[config.mk]
export PLATFORM = sky130hd
export DESIGN_NAME = tfm_traverse
export DESIGN_NICKNAME = d
export VERILOG_FILES = /design/src/tfm_traverse.sv /design/src/tfm_sync.sv
export SDC_FILE = /design/constraint.sdc
export NUM_CORES = 2
export LEC_CHECK = 0
export ABC_AREA = 1
export BUFFER_PORTS_ARGS = -buffer_cell sky130_fd_sc_hd__clkbuf_2
export CORE_ASPECT_RATIO = 1.5
export CORE_MARGIN = 4
export CORE_UTILIZATION = 45
export DETAILED_ROUTE_END_ITERATION = 7
export SLEW_MARGIN = 0
export SYNTH_ARGS = -nofsm -noshare
export SYNTH_HDL_FRONTEND = slang
export SYNTH_SLANG_ARGS = --single-unit
[constraint.sdc]
create_clock -name ref_clk -period 19.9 [get_ports ref_clk]
set_input_delay 1.99 -clock ref_clk [delete_from_list [all_inputs] [get_ports ref_clk]]
set_output_delay 1.99 -clock ref_clk [all_outputs]
set_load 0.01 [all_outputs]
[src/tfm_traverse.sv]
`default_nettype none

// Summary of operation
// - mode 0 disables traverse, 1 selects master role, 2 selects slave role
// - triangular offset added to output frequency, rates from rise and fall times
// - master ramps linearly to amplitude limit, then reverses direction
// - every reversal jumps the offset by the step size in the new direction
// - master toggles the handshake output at every direction change
// - slave ramps at a gradient from its own amplitude, rise and fall times, opposite in sign to the master
// - slave at limit before handshake switches holds offset until it switches
// - slave reverses at once when handshake switches before reaching the limit
// - offset is published as signal 14 and summed into the reference
// - master handshake is published as signal 15 for a slave drive
// - traverse starts only after reference first reached; no offset before that
// - normal ramps approach the reference; traverse times apply once active
// - resulting frequency clamped between minimum and maximum frequency while traversing
// - traverse settings are ignored while traverse operation runs
// - slave handshake input comes from a selectable source
// - base reference frequency comes from a selectable source

// ----------------------------------------------------------------
// constants
// ----------------------------------------------------------------
package tfm_pkg;
  localparam logic [1:0]  MODE_OFF       = 2'h0;
  localparam logic [1:0]  MODE_MASTER    = 2'h1;
  localparam logic [1:0]  MODE_SLAVE     = 2'h2;
  localparam int          FREQ_W         = 16;
  localparam int          TIME_W         = 15;
  localparam int          PCT_W          = 13;
  localparam int          OFS_W          = 18;
  localparam int          BUDGET_W       = 24;
  localparam int          SRC_N          = 4;
  localparam int          SEL_W          = 2;
  localparam int          CLK_PERIOD_NS  = 10;
  localparam int          TIME_UNIT_NS   = 10_000_000;
  localparam int          TICK_CYCLES    = TIME_UNIT_NS / CLK_PERIOD_NS;
  localparam logic [31:0] PCT_FULL_SCALE = 32'h0000_2710;
  localparam logic [15:0] TIME_MIN       = 16'h0001;
  localparam logic        DIR_RISING     = 1'h1;
  localparam logic        HS_RESET       = 1'h0;
  typedef enum logic [1:0] {TFM_IDLE, TFM_APPROACH, TFM_TRAVERSE} tfm_state_type;
endpackage

// ----------------------------------------------------------------
// traverse frequency modulator
// ----------------------------------------------------------------
module tfm_traverse #(
  parameter int TICK_CYCLES = tfm_pkg::TICK_CYCLES
) (
  // clock and reset
  input  wire logic                                          ref_clk,
  input  wire logic                                          rst_n,
  input  wire logic                                          clk_en,
  // traverse settings (0.01 s and 0.01 % units)
  input  wire logic [1:0]                                    mode,
  input  wire logic [tfm_pkg::TIME_W-1:0]                    rise_time,
  input  wire logic [tfm_pkg::TIME_W-1:0]                    fall_time,
  input  wire logic [tfm_pkg::PCT_W-1:0]                     amplitude,
  input  wire logic [tfm_pkg::PCT_W-1:0]                     prop_step,
  // source selectors
  input  wire logic [tfm_pkg::SEL_W-1:0]                     ref_sel,
  input  wire logic [tfm_pkg::SEL_W-1:0]                     hs_sel,
  // drive limits and state
  input  wire logic [tfm_pkg::FREQ_W-1:0]                    min_freq,
  input  wire logic [tfm_pkg::FREQ_W-1:0]                    max_freq,
  input  wire logic                                          drive_run,
  input  wire logic [tfm_pkg::FREQ_W-1:0]                    actual_freq,
  input  wire logic [tfm_pkg::SRC_N-1:0][tfm_pkg::FREQ_W-1:0] ref_src,
  // handshake pins from other drives
  input  wire logic [tfm_pkg::SRC_N-1:0]                     hs_pin,
  // outputs
  output var  logic signed [tfm_pkg::OFS_W-1:0]              sweep_out,
  output var  logic                                          sweep_hs,
  output var  logic [tfm_pkg::FREQ_W-1:0]                    out_freq,
  output var  logic                                          trav_active,
  output var  logic                                          use_normal_ramps,
  output var  logic                                          cfg_locked
);

  // ----------------------------------------------------------------
  // handshake input path
  // ----------------------------------------------------------------
  logic [tfm_pkg::SRC_N-1:0] hs_sync;
  logic                      hs_now;
  logic                      hs_prev;
  logic                      hs_edge;

  tfm_sync #(.WIDTH(tfm_pkg::SRC_N)) u_sync (
    .clk   (ref_clk),
    .rst_n (rst_n),
    .en    (clk_en),
    .d     (hs_pin),
    .q     (hs_sync)
  );

  // selectable handshake source
  assign hs_now  = hs_sync[hs_sel];
  assign hs_edge = hs_now != hs_prev;

  // ----------------------------------------------------------------
  // settings shadow and derived values
  // ----------------------------------------------------------------
  logic [1:0]                   mode_l;
  logic [tfm_pkg::TIME_W-1:0]   rise_l;
  logic [tfm_pkg::TIME_W-1:0]   fall_l;
  logic [tfm_pkg::PCT_W-1:0]    amp_l;
  logic [tfm_pkg::PCT_W-1:0]    step_l;
  logic [tfm_pkg::FREQ_W-1:0]   ref_cur;
  logic [31:0]                  amp_prod;
  logic [31:0]                  step_prod;
  logic [tfm_pkg::FREQ_W-1:0]   amp_f;
  logic [tfm_pkg::FREQ_W-1:0]   step_f;
  logic signed [tfm_pkg::OFS_W-1:0] lim;
  logic signed [tfm_pkg::OFS_W-1:0] stp;

  // selectable base reference
  assign ref_cur   = ref_src[ref_sel];
  // percentages scaled onto the reference; divider is by a constant
  assign amp_prod  = 32'(ref_cur) * 32'(amp_l);
  assign step_prod = 32'(ref_cur) * 32'(step_l);
  assign amp_f     = 16'(amp_prod / tfm_pkg::PCT_FULL_SCALE);
  assign step_f    = 16'(step_prod / tfm_pkg::PCT_FULL_SCALE);
  assign lim       = $signed({2'h0, amp_f});
  assign stp       = $signed({2'h0, step_f});

  // ----------------------------------------------------------------
  // traverse engine
  // ----------------------------------------------------------------
  tfm_pkg::tfm_state_type           state;
  tfm_pkg::tfm_state_type           next_state;
  logic                             dir;
  logic                             next_dir;
  logic signed [tfm_pkg::OFS_W-1:0] next_sweep_out;
  logic [tfm_pkg::BUDGET_W-1:0]     budget;
  logic [tfm_pkg::BUDGET_W-1:0]     next_budget;
  logic [31:0]                      tick;
  logic [31:0]                      next_tick;
  logic                             next_sweep_hs;
  logic                             next_hs_prev;
  logic [tfm_pkg::FREQ_W-1:0]       next_out_freq;
  logic [1:0]                       next_mode_l;
  logic [tfm_pkg::TIME_W-1:0]       next_rise_l;
  logic [tfm_pkg::TIME_W-1:0]       next_fall_l;
  logic [tfm_pkg::PCT_W-1:0]        next_amp_l;
  logic [tfm_pkg::PCT_W-1:0]        next_step_l;
  logic                             stop;
  logic                             at_limit;
  logic                             rev;
  logic                             hold;
  logic [tfm_pkg::BUDGET_W-1:0]     time_cur;
  logic signed [tfm_pkg::OFS_W-1:0] base;
  logic signed [tfm_pkg::OFS_W-1:0] sum;

  // mode 0 or a stopped drive drops offset, direction and ramp state; the handshake output keeps its level
  assign stop     = !drive_run || (mode_l == tfm_pkg::MODE_OFF);
  assign at_limit = dir ? (sweep_out >= lim) : (sweep_out <= -lim);
  // traverse rise and fall times once active
  assign time_cur = 24'((dir ? rise_l : fall_l) == '0 ? tfm_pkg::TIME_MIN
                                                       : 16'(dir ? rise_l : fall_l));
  // master reverses at the limit; slave on handshake
  assign rev  = (state == tfm_pkg::TFM_TRAVERSE) && !stop &&
                (mode_l == tfm_pkg::MODE_MASTER ? at_limit : hs_edge);
  // slave waits at the limit for the handshake
  assign hold = (mode_l == tfm_pkg::MODE_SLAVE) && at_limit && !hs_edge;
  // master jumps from the limit itself, slave from where it stands
  assign base = (mode_l == tfm_pkg::MODE_MASTER) ? (dir ? lim : -lim) : sweep_out;

  // next-state logic of the engine
  always_comb begin
    next_state     = state;
    next_dir       = dir;
    next_sweep_out = sweep_out;
    next_budget    = budget;
    next_tick      = '0;
    next_sweep_hs  = sweep_hs;
    next_hs_prev   = hs_now;
    sum            = '0;
    case (state)
      tfm_pkg::TFM_IDLE: begin
        next_sweep_out = '0;
        next_dir       = tfm_pkg::DIR_RISING;
        next_budget    = '0;
        if (!stop) begin
          next_state = tfm_pkg::TFM_APPROACH;
        end
      end
      tfm_pkg::TFM_APPROACH: begin
        if (stop) begin
          next_state = tfm_pkg::TFM_IDLE;
        end else if (actual_freq == ref_cur) begin
          // first arrival at the reference starts traverse
          next_state = tfm_pkg::TFM_TRAVERSE;
          // slave starts against the master's direction
          next_dir   = (mode_l == tfm_pkg::MODE_MASTER);
        end
      end
      tfm_pkg::TFM_TRAVERSE: begin
        if (stop) begin
          next_state     = tfm_pkg::TFM_IDLE;
          next_sweep_out = '0;
          next_dir       = tfm_pkg::DIR_RISING;
          next_budget    = '0;
        end else if (rev) begin
          next_dir       = !dir;
          // proportional jump in the new direction
          next_sweep_out = dir ? base - stp : base + stp;
          next_budget    = '0;
          if (mode_l == tfm_pkg::MODE_MASTER) begin
            next_sweep_hs = !sweep_hs;
          end
        end else if (hold) begin
          next_budget = '0;
        end else begin
          // linear ramp: amplitude spread over the ramp time
          next_tick = (tick == 32'(TICK_CYCLES - 1)) ? '0 : tick + 32'h0000_0001;
          if (budget >= time_cur) begin
            next_sweep_out = dir ? sweep_out + 18'sd1 : sweep_out - 18'sd1;
            next_budget    = budget - time_cur;
          end
          if (tick == 32'(TICK_CYCLES - 1)) begin
            next_budget = next_budget + 24'(amp_f);
          end
        end
      end
      default: begin
        next_state = tfm_pkg::TFM_IDLE;
      end
    endcase
    if (!clk_en) begin
      next_state     = state;
      next_dir       = dir;
      next_sweep_out = sweep_out;
      next_budget    = budget;
      next_tick      = tick;
      next_sweep_hs  = sweep_hs;
      next_hs_prev   = hs_prev;
    end
    // offset summed into reference, clamped to the drive limits
    sum = $signed({2'h0, ref_cur}) + next_sweep_out;
    if (next_state != tfm_pkg::TFM_TRAVERSE) begin
      next_out_freq = ref_cur;
    end else if (sum > $signed({2'h0, max_freq})) begin
      next_out_freq = max_freq;
    end else if (sum < $signed({2'h0, min_freq})) begin
      next_out_freq = min_freq;
    end else begin
      next_out_freq = 16'(sum);
    end
    if (!clk_en) begin
      next_out_freq = out_freq;
    end
  end

  // settings pass through only while traverse is not running
  always_comb begin
    next_mode_l = mode_l;
    next_rise_l = rise_l;
    next_fall_l = fall_l;
    next_amp_l  = amp_l;
    next_step_l = step_l;
    if (clk_en && (state != tfm_pkg::TFM_TRAVERSE)) begin
      next_mode_l = mode;
      next_rise_l = rise_time;
      next_fall_l = fall_time;
      next_amp_l  = amplitude;
      next_step_l = prop_step;
    end
  end

  // registers of the engine and the settings shadow
  always_ff @(posedge ref_clk or negedge rst_n) begin
    if (!rst_n) begin
      state            <= tfm_pkg::TFM_IDLE;
      dir              <= tfm_pkg::DIR_RISING;
      sweep_out        <= '0;
      budget           <= '0;
      tick             <= '0;
      sweep_hs         <= tfm_pkg::HS_RESET;
      hs_prev          <= tfm_pkg::HS_RESET;
      out_freq         <= '0;
      trav_active      <= 1'b0;
      use_normal_ramps <= 1'b1;
      cfg_locked       <= 1'b0;
      mode_l           <= tfm_pkg::MODE_OFF;
      rise_l           <= '0;
      fall_l           <= '0;
      amp_l            <= '0;
      step_l           <= '0;
    end else begin
      state            <= next_state;
      dir              <= next_dir;
      sweep_out        <= next_sweep_out;
      budget           <= next_budget;
      tick             <= next_tick;
      sweep_hs         <= next_sweep_hs;
      hs_prev          <= next_hs_prev;
      out_freq         <= next_out_freq;
      trav_active      <= next_state == tfm_pkg::TFM_TRAVERSE;
      use_normal_ramps <= next_state != tfm_pkg::TFM_TRAVERSE;
      cfg_locked       <= next_state == tfm_pkg::TFM_TRAVERSE;
      mode_l           <= next_mode_l;
      rise_l           <= next_rise_l;
      fall_l           <= next_fall_l;
      amp_l            <= next_amp_l;
      step_l           <= next_step_l;
    end
  end
endmodule

`default_nettype wire

[src/tfm_sync.sv]
`default_nettype none

// ----------------------------------------------------------------
// two-stage synchroniser for pins from outside the clock domain
// ----------------------------------------------------------------
module tfm_sync #(
  parameter int WIDTH = 1
) (
  // clock and reset
  input  wire logic             clk,
  input  wire logic             rst_n,
  input  wire logic             en,
  // asynchronous input and synchronised output
  input  wire logic [WIDTH-1:0] d,
  output var  logic [WIDTH-1:0] q
);

  logic [WIDTH-1:0] meta;
  logic [WIDTH-1:0] next_meta;
  logic [WIDTH-1:0] next_q;

  // first stage is read only by the second stage
  always_comb begin
    next_meta = en ? d : meta;
    next_q    = en ? meta : q;
  end

  // registers only; constants under reset
  always_ff @(posedge clk or negedge rst_n) begin
    if (!rst_n) begin
      meta <= '0;
      q    <= '0;
    end else begin
      meta <= next_meta;
      q    <= next_q;
    end
  end

endmodule

`default_nettype wire

# Word-level counts from Yosys, hierarchy flattened
# Cells that the tools add are included.
# word_totals
register_bits,163
# classes
div,2
order_cmp,7
reduce_logical,19
mul,2
n_addsub,9
bitwise_logic,1
n_eq_ne,13
n_mux,48
# op_table
operator,count
24-bit 2-to-1 mux,9
18-bit 2-to-1 mux,9
32-bit 2-to-1 mux,5
"29-bit by 14-bit divider with 32-bit output, second input constant",2
16-bit 2-to-1 mux,4
16-bit by 13-bit multiplier with 29-bit output,2
24-bit one-hot mux with 2 select lines,1
15-bit 2-to-1 mux,3
18-bit one-hot mux with 2 select lines,1
"32-bit by 1-bit adder with 32-bit output, second input constant",1
16-bit binary-select mux with 2-bit select,1
"32-bit by 20-bit == test with 1-bit output, second input constant",1
24-bit by 16-bit adder with 24-bit output,1
24-bit by 15-bit greater-or-equal comparator with 1-bit output,1
24-bit by 15-bit subtractor with 24-bit output,1
17-bit by 18-bit adder with 18-bit output,1
18-bit by 17-bit adder with 18-bit output,1
"18-bit by 2-bit adder with 18-bit output, second input constant",1
18-bit by 17-bit greater-or-equal comparator with 1-bit output,1
18-bit by 17-bit > comparator with 1-bit output,1
18-bit less-or-equal comparator,1
18-bit by 17-bit < comparator with 1-bit output,1
16-bit negation with 18-bit output,1
18-bit by 17-bit subtractor with 18-bit output,1
23 further kinds,50

# Logic depth before layout (Yosys ltp)
# logic_depth
word_depth,19
depth_mapped,199
mapped_depth_nobuf,190

# Hierarchy
# Synthesis repeated with hierarchy kept, for this count alone.
# hier_totals
cells_unflattened,6132
area_unflattened_um2,39798.2
# modules_own_cells
mod,instances,seq_area_each_um2,cells_each,area_per_inst_um2
tfm_traverse,1,3881.2,6098,39492.9
tfm_sync,1,200.2,34,305.3

# Worst setup path before layout
# Ideal clock, no wire load.
# synth_timing
kind,in2reg
startpoint,in ref_sel[0] (netlist bit)
endpoint,reg out_freq[10] (netlist bit)
arrival_time_ns,23.962
stages,172
setup_ns,0.122
slack_ns,-4.184
path_cell_list,clkbuf_1 inv_1 clkbuf_1 nand2_1 nand3_1 nand2_1 inv_1 clkbuf_1 buf_1 nand2_1 fa_1 fa_1 inv_1 fa_1 fa_1 inv_1 fa_1 inv_1 [136 not listed] o21bai_1 a21oi_1 inv_1 a21oi_1 nand3b_1 nand2_1 xor2_1 ha_1 a21o_1 a21oi_1 o21ai_0 nand3_1 nand4_1 dlygate4sd3_1 nand4_1 nand3_2 nand2_2 a21oi_2
# synth_between
elab_chain_len,19
elab_cells_between_ends,36
# synth_lines
item,line,rtl
from (decl),tfm_traverse.sv:62,"input wire logic [tfm_pkg::SEL_W-1:0] ref_sel,"
16-bit binary-select mux with 2-bit select (*),tfm_traverse.sv:118,assign ref_cur = ref_src[ref_sel];
16-bit 2-to-1 mux (implied by the code) (*),tfm_traverse.sv:118,
16-bit by 13-bit multiplier with 29-bit output,tfm_traverse.sv:120,assign amp_prod = 32'(ref_cur) * 32'(amp_l);
29-bit by 14-bit divider with 32-bit output,tfm_traverse.sv:122,assign amp_f = 16'(amp_prod / tfm_pkg::PCT_FULL_SCALE);
16-bit negation with 18-bit output,"tfm_traverse.sv:157, tfm_traverse.sv:167",
18-bit less-or-equal comparator,tfm_traverse.sv:157,assign at_limit = dir ? (sweep_out >= lim) : (sweep_out <= -lim);
1-bit 2-to-1 mux,tfm_traverse.sv:157,
1-bit logical AND (2 in a row),tfm_traverse.sv:165,assign hold = (mode_l == tfm_pkg::MODE_SLAVE) && at_limit && !hs_edge;
[3 not listed],--,
18-bit one-hot mux with 2 select lines (*),tfm_traverse.sv:179,case (state)
18-bit 2-to-1 mux (*),tfm_traverse.sv:230,if (!clk_en) begin
net next_sweep_out (one bit),tfm_traverse.sv:134,logic signed [tfm_pkg::OFS_W-1:0] next_sweep_out;
17-bit by 18-bit adder with 18-bit output (*),tfm_traverse.sv:240,"sum = $signed({2'h0, ref_cur}) + next_sweep_out;"
18-bit by 17-bit < comparator with 1-bit output,tfm_traverse.sv:245,"end else if (sum < $signed({2'h0, min_freq})) begin"
16-bit 2-to-1 mux,tfm_traverse.sv:245,
16-bit 2-to-1 mux (*),tfm_traverse.sv:243,"end else if (sum > $signed({2'h0, max_freq})) begin"
16-bit 2-to-1 mux (*),tfm_traverse.sv:241,if (next_state != tfm_pkg::TFM_TRAVERSE) begin
to (signal assigned),tfm_traverse.sv:298,out_freq <= next_out_freq;
to (decl),tfm_traverse.sv:75,"output var logic [tfm_pkg::FREQ_W-1:0] out_freq,"
# Mark *: on every way through the listed nets, which the timed path passes. The rest lies on a longest branch. The select of a mux whose other input is x is not followed.
# A chain may end at the register's enable or synchronous reset.

# Final worst setup path
# layout_timing
startpoint,in ref_sel[0] (netlist bit)
endpoint,reg out_freq[7] (netlist bit)
# Same word-level chain as after synthesis.

==> Implementation_results.wiki <==
{| class="wikitable"
! Metric !! Value
|-
| Worst Path Buf+Inv || 38
|-
| Compound-gate portion of the synthesized area || 0.0902
|-
| Critical Path AT || 23.78 ns
|-
| Sequential share of the synthesized area || 0.0969
|-
| Number of nets with antenna violations after routing || 0
|-
| Antenna violations before repair || 4
|-
| Number of CTS-inserted buffers || 17
|-
| Synth warn || 0
|-
| Initial core utilization || 0.454
|-
| Main synth FF type || dfrtp_1
|-
| Via count of the first global-routing pass || 46827
|-
| Average detailed-routed wire length per instance || 16.7 um
|-
| H-tree lvl count || 4
|-
| Final worst-path setup slack || -3.44 ns
|-
| Synth Net Count || 7010
|-
| Dominant combinational cell family by area after synthesis || simple AND/OR/NAND/NOR gates
|-
| Adder-Cell Fraction of Synth Area || 0.237
|-
| Final setup viols || 56
|-
| Number of instances in the synthesized netlist || 6216
|-
| Drt first-iter violations || 2409
|-
| DRT Pass-1 Iters || 8
|-
| Number of buffers on the longest clock path || 2
|-
| Remaining max-slew budget at the tightest pin || 0.328
|-
| Basic-gate share of the synthesized area counting and, or, nand and nor cells || 0.389
|-
| Netlist area before placement || 42100 um^2
|-
| Core area || 92900 um^2
|-
| Setup slack after placement || -4.58 ns
|-
| Xor/xnor share of the synthesized area || 0.0473
|-
| Row count || 137
|-
| Number of flops mapped to enable cells by yosys || 0
|-
| Detailed-route via count || 46684
|-
| GRT Overall Usage || 0.292
|-
| Port buffer count || 219
|-
| #FFs+latches synth || 163
|-
| Syn Area/Cell || 6.78 um^2
|-
| Async set or reset register ratio after synthesis || 1.00
|-
| Number of design rule violations left after detail routing || 0
|-
| Wirelength, routed || 151000 um
|-
| Hold Vio Cnt, Final || 0
|-
| Fin area || 61800 um^2
|-
| CTS Sinks || 163
|-
| Total negative slack for setup checks || -62.57 ns
|-
| CP Class || in2reg
|-
| Run status || finished with violations
|-
| Shortest period the worst path allows || 23.34 ns
|-
| Max_cap viols || 0
|-
| Cell class contributing the biggest share of worst-path delay || simple AND/OR/NAND/NOR gates
|-
| Total length of routed met3 wires || 6800 um
|-
| Worst path required time || 20.34 ns
|-
| Area enclosed by the die boundary || 98700 um^2
|-
| Global-route congestion overflow total || 0
|-
| Weighted congestion at the end of routability-driven global placement || 0.955
|-
| First-pass GRT wire length || 234000 um
|-
| Top fanout value on the critical path || 8
|-
| DP Wirelength || 119000 um
|-
| Routed length on met1 || 54800 um
|-
| Worst slew pin tran || 1.00 ns
|-
| Hold_buf cts || 0
|-
| Max-slew violation count || 0
|-
| Fraction of the cycle the final worst path needs || 1.17
|-
| Clk root buf || clkbuf_16
|-
| Number of nets at the end of the flow || 8561
|-
| Layout cells sized above 1 || 0.425
|-
| Cell area reported after detailed placement || 53800 um^2
|-
| Violated checks || setup timing
|-
| Worst Clk Skew || 0.0304 ns
|-
| Count of different cell masters after synthesis || 87
|-
| Die X-Extent || 258 um
|-
| Delay contributed by the slowest stage of the critical path || 0.57 ns
|-
| Routed wl met2 || 80100 um
|-
| IO Pins || 220
|-
| Insertion delay to the later sink of the worst-skew pair || 0.53 ns
|-
| Top layer reached by signal wires || met5
|-
| Maximum number of pins on one net before global-route repair || 83
|-
| RSZ-0062 raised after global routing || yes
|-
| Area growth from synthesis to final layout || 46.6%
|-
| Launching element type of the critical path || primary input
|-
| Max frequency || 42.9 MHz
|-
| Critical path's most frequent cell || nand2_4
|-
| Share of cell area taken by muxes after synthesis || 0.0121
|-
| Clock tree from TritonCTS || built
|-
| Kind of end point of the critical path || register
|-
| Vias per cell || 5.17
|-
| Type of the tightest min-delay check || reg2reg
|-
| Die Height || 383 um
|-
| Post-layout utilization of the core || 0.665
|-
| Worst path slowest cell || fa_1
|-
| Number of filler cells placed in the layout || 8014
|-
| Clock transition at the registers of the reported paths || 0.07 ns
|}
## state kept, by name, summed over array words and instances (netlist names)
register / count
amp_l: 13
dir: 1
tick: 32
budget: 24
u_sync.meta: 4
rise_l: 15
mode_l: 2
use_normal_ramps: 1
fall_l: 15
cfg_locked: 1
state: 2
out_freq: 16
step_l: 13
hs_prev: 1
sweep_out: 18
u_sync.q: 4
sweep_hs: 1
## metrics by stage
step	cells	hold slack, ns
after floorplan	6216	0.437
after global placement	8728	0.452
after detailed placement	8728	0.454
after CTS	8904	0.474
after global routing	9031	0.494
final	9032	0.471
## Yosys cell counts, drive strengths merged, types with 8 or more instances
library cell,number,area share
nand2,1906,0.21
inv,1093,0.098
nor2,633,0.067
nand3,498,0.073
fa,313,0.15
ha,299,0.089
a21oi,255,0.034
o21ai,198,0.026
xor2,179,0.038
dfrtp,161,0.096
nand4,116,0.019
clkbuf,104,0.0098
nor3,56,0.0073
buf,46,0.014
xnor2,46,0.0096
clkinv,41,0.0045
o22ai,32,0.0048
mux2,30,0.0080
o21bai,29,0.0052
nand3b,21,0.0044
mux2i,17,0.0040
o211ai,17,0.0031
o32ai,14,0.0029
nor4,13,0.0019
or2,13,0.0019
o221ai,10,0.0021
a31oi,9,0.0013
a32o,9,0.0021
and2,8,0.0012
## final cells by class
type	count	area, um^2	share of cell area
Clock buffer	18	439	0.00711
Antenna cell	1	2.50	0.0000405
Inverter	1135	4490	0.0726
Timing Repair inverter	2	25.0	0.000405
Multi-Input combinational cell	4785	37800	0.611
Clock inverter	14	173	0.00279
Timing Repair Buffer	1663	13300	0.215
Tap cell	1251	1570	0.0253
Sequential cell	163	4080	0.0661
## worst register-to-register path: cells and delay by family, from the launching register on
kind                       cells  cell delay [ns]
xor gates and xnor gates       2             0.37
buffers and inverters         36             4.03
adders and majority gates     10             3.98
and+or+nand+nor               99             9.97
DFF                            1             0.40
AOI/OAI and AO/OA             21             3.03
## what timing repair did
item                                    CTS  global route
pin swaps                               236           464
gates resized for setup                 548           718
buffers inserted                        124           125
cloned                                   21             5
endpoints found under the setup margin   91            92
## routing by layer
metal / GRT usage / vias up
met5: 0 / -
met4: 0.145 / 2
met3: 0.0342 / 438
met2: 0.556 / 1284
met1: 0.316 / 22318
li1: - / 22642
## final timing paths
| kind | cells after the start | slack [ns] | from | endpoint |
|---|---|---|---|---|
| worst max-delay path | 172 | -3.44 | ref_sel[0] | out_freq[7]$_DFFE_PN0P_ |
| worst min-delay path | 2 | 0.47 | u_sync.q[2]$_DFFE_PN0P_ | u_sync.q[2]$_DFFE_PN0P_ |
| worst max register to register | 168 | -1.93 | amp_l[2]$_DFFE_PN0P_ | out_freq[7]$_DFFE_PN0P_ |
| worst min register to register | 2 | 0.47 | u_sync.q[2]$_DFFE_PN0P_ | u_sync.q[2]$_DFFE_PN0P_ |
| max in group asynchronous | 3 | 16.46 | rst_n | out_freq[1]$_DFFE_PN0P_ |
| min in group asynchronous | 1 | 1.54 | rst_n | rise_l[5]$_DFFE_PN0P_ |
## layout by cell type, fill, tap and decap left out, drive strengths merged, types with 179 or more instances in the layout
| master | netlist | routed |
|---|---|---|
| ha | 299 | 299 |
| nand2 | 1906 | 1923 |
| buf | 46 | 1445 |
| inv | 1093 | 1107 |
| a21oi | 255 | 255 |
| o21ai | 198 | 199 |
| xor2 | 179 | 179 |
| nor2 | 633 | 634 |
| clkbuf | 104 | 236 |
| fa | 313 | 313 |
| nand3 | 498 | 499 |
## logic make-up after synthesis
group,Yosys count
xor gates and xnor gates,225
buffers and inverters,1288
DFF,163
and+or+nand+nor,3265
AOI/OAI and AO/OA,616
adders and majority gates,612
muxes,47
Power is not shown: default switching activity piles up to over one toggle a cycle in this logic, so the estimate is an artifact.
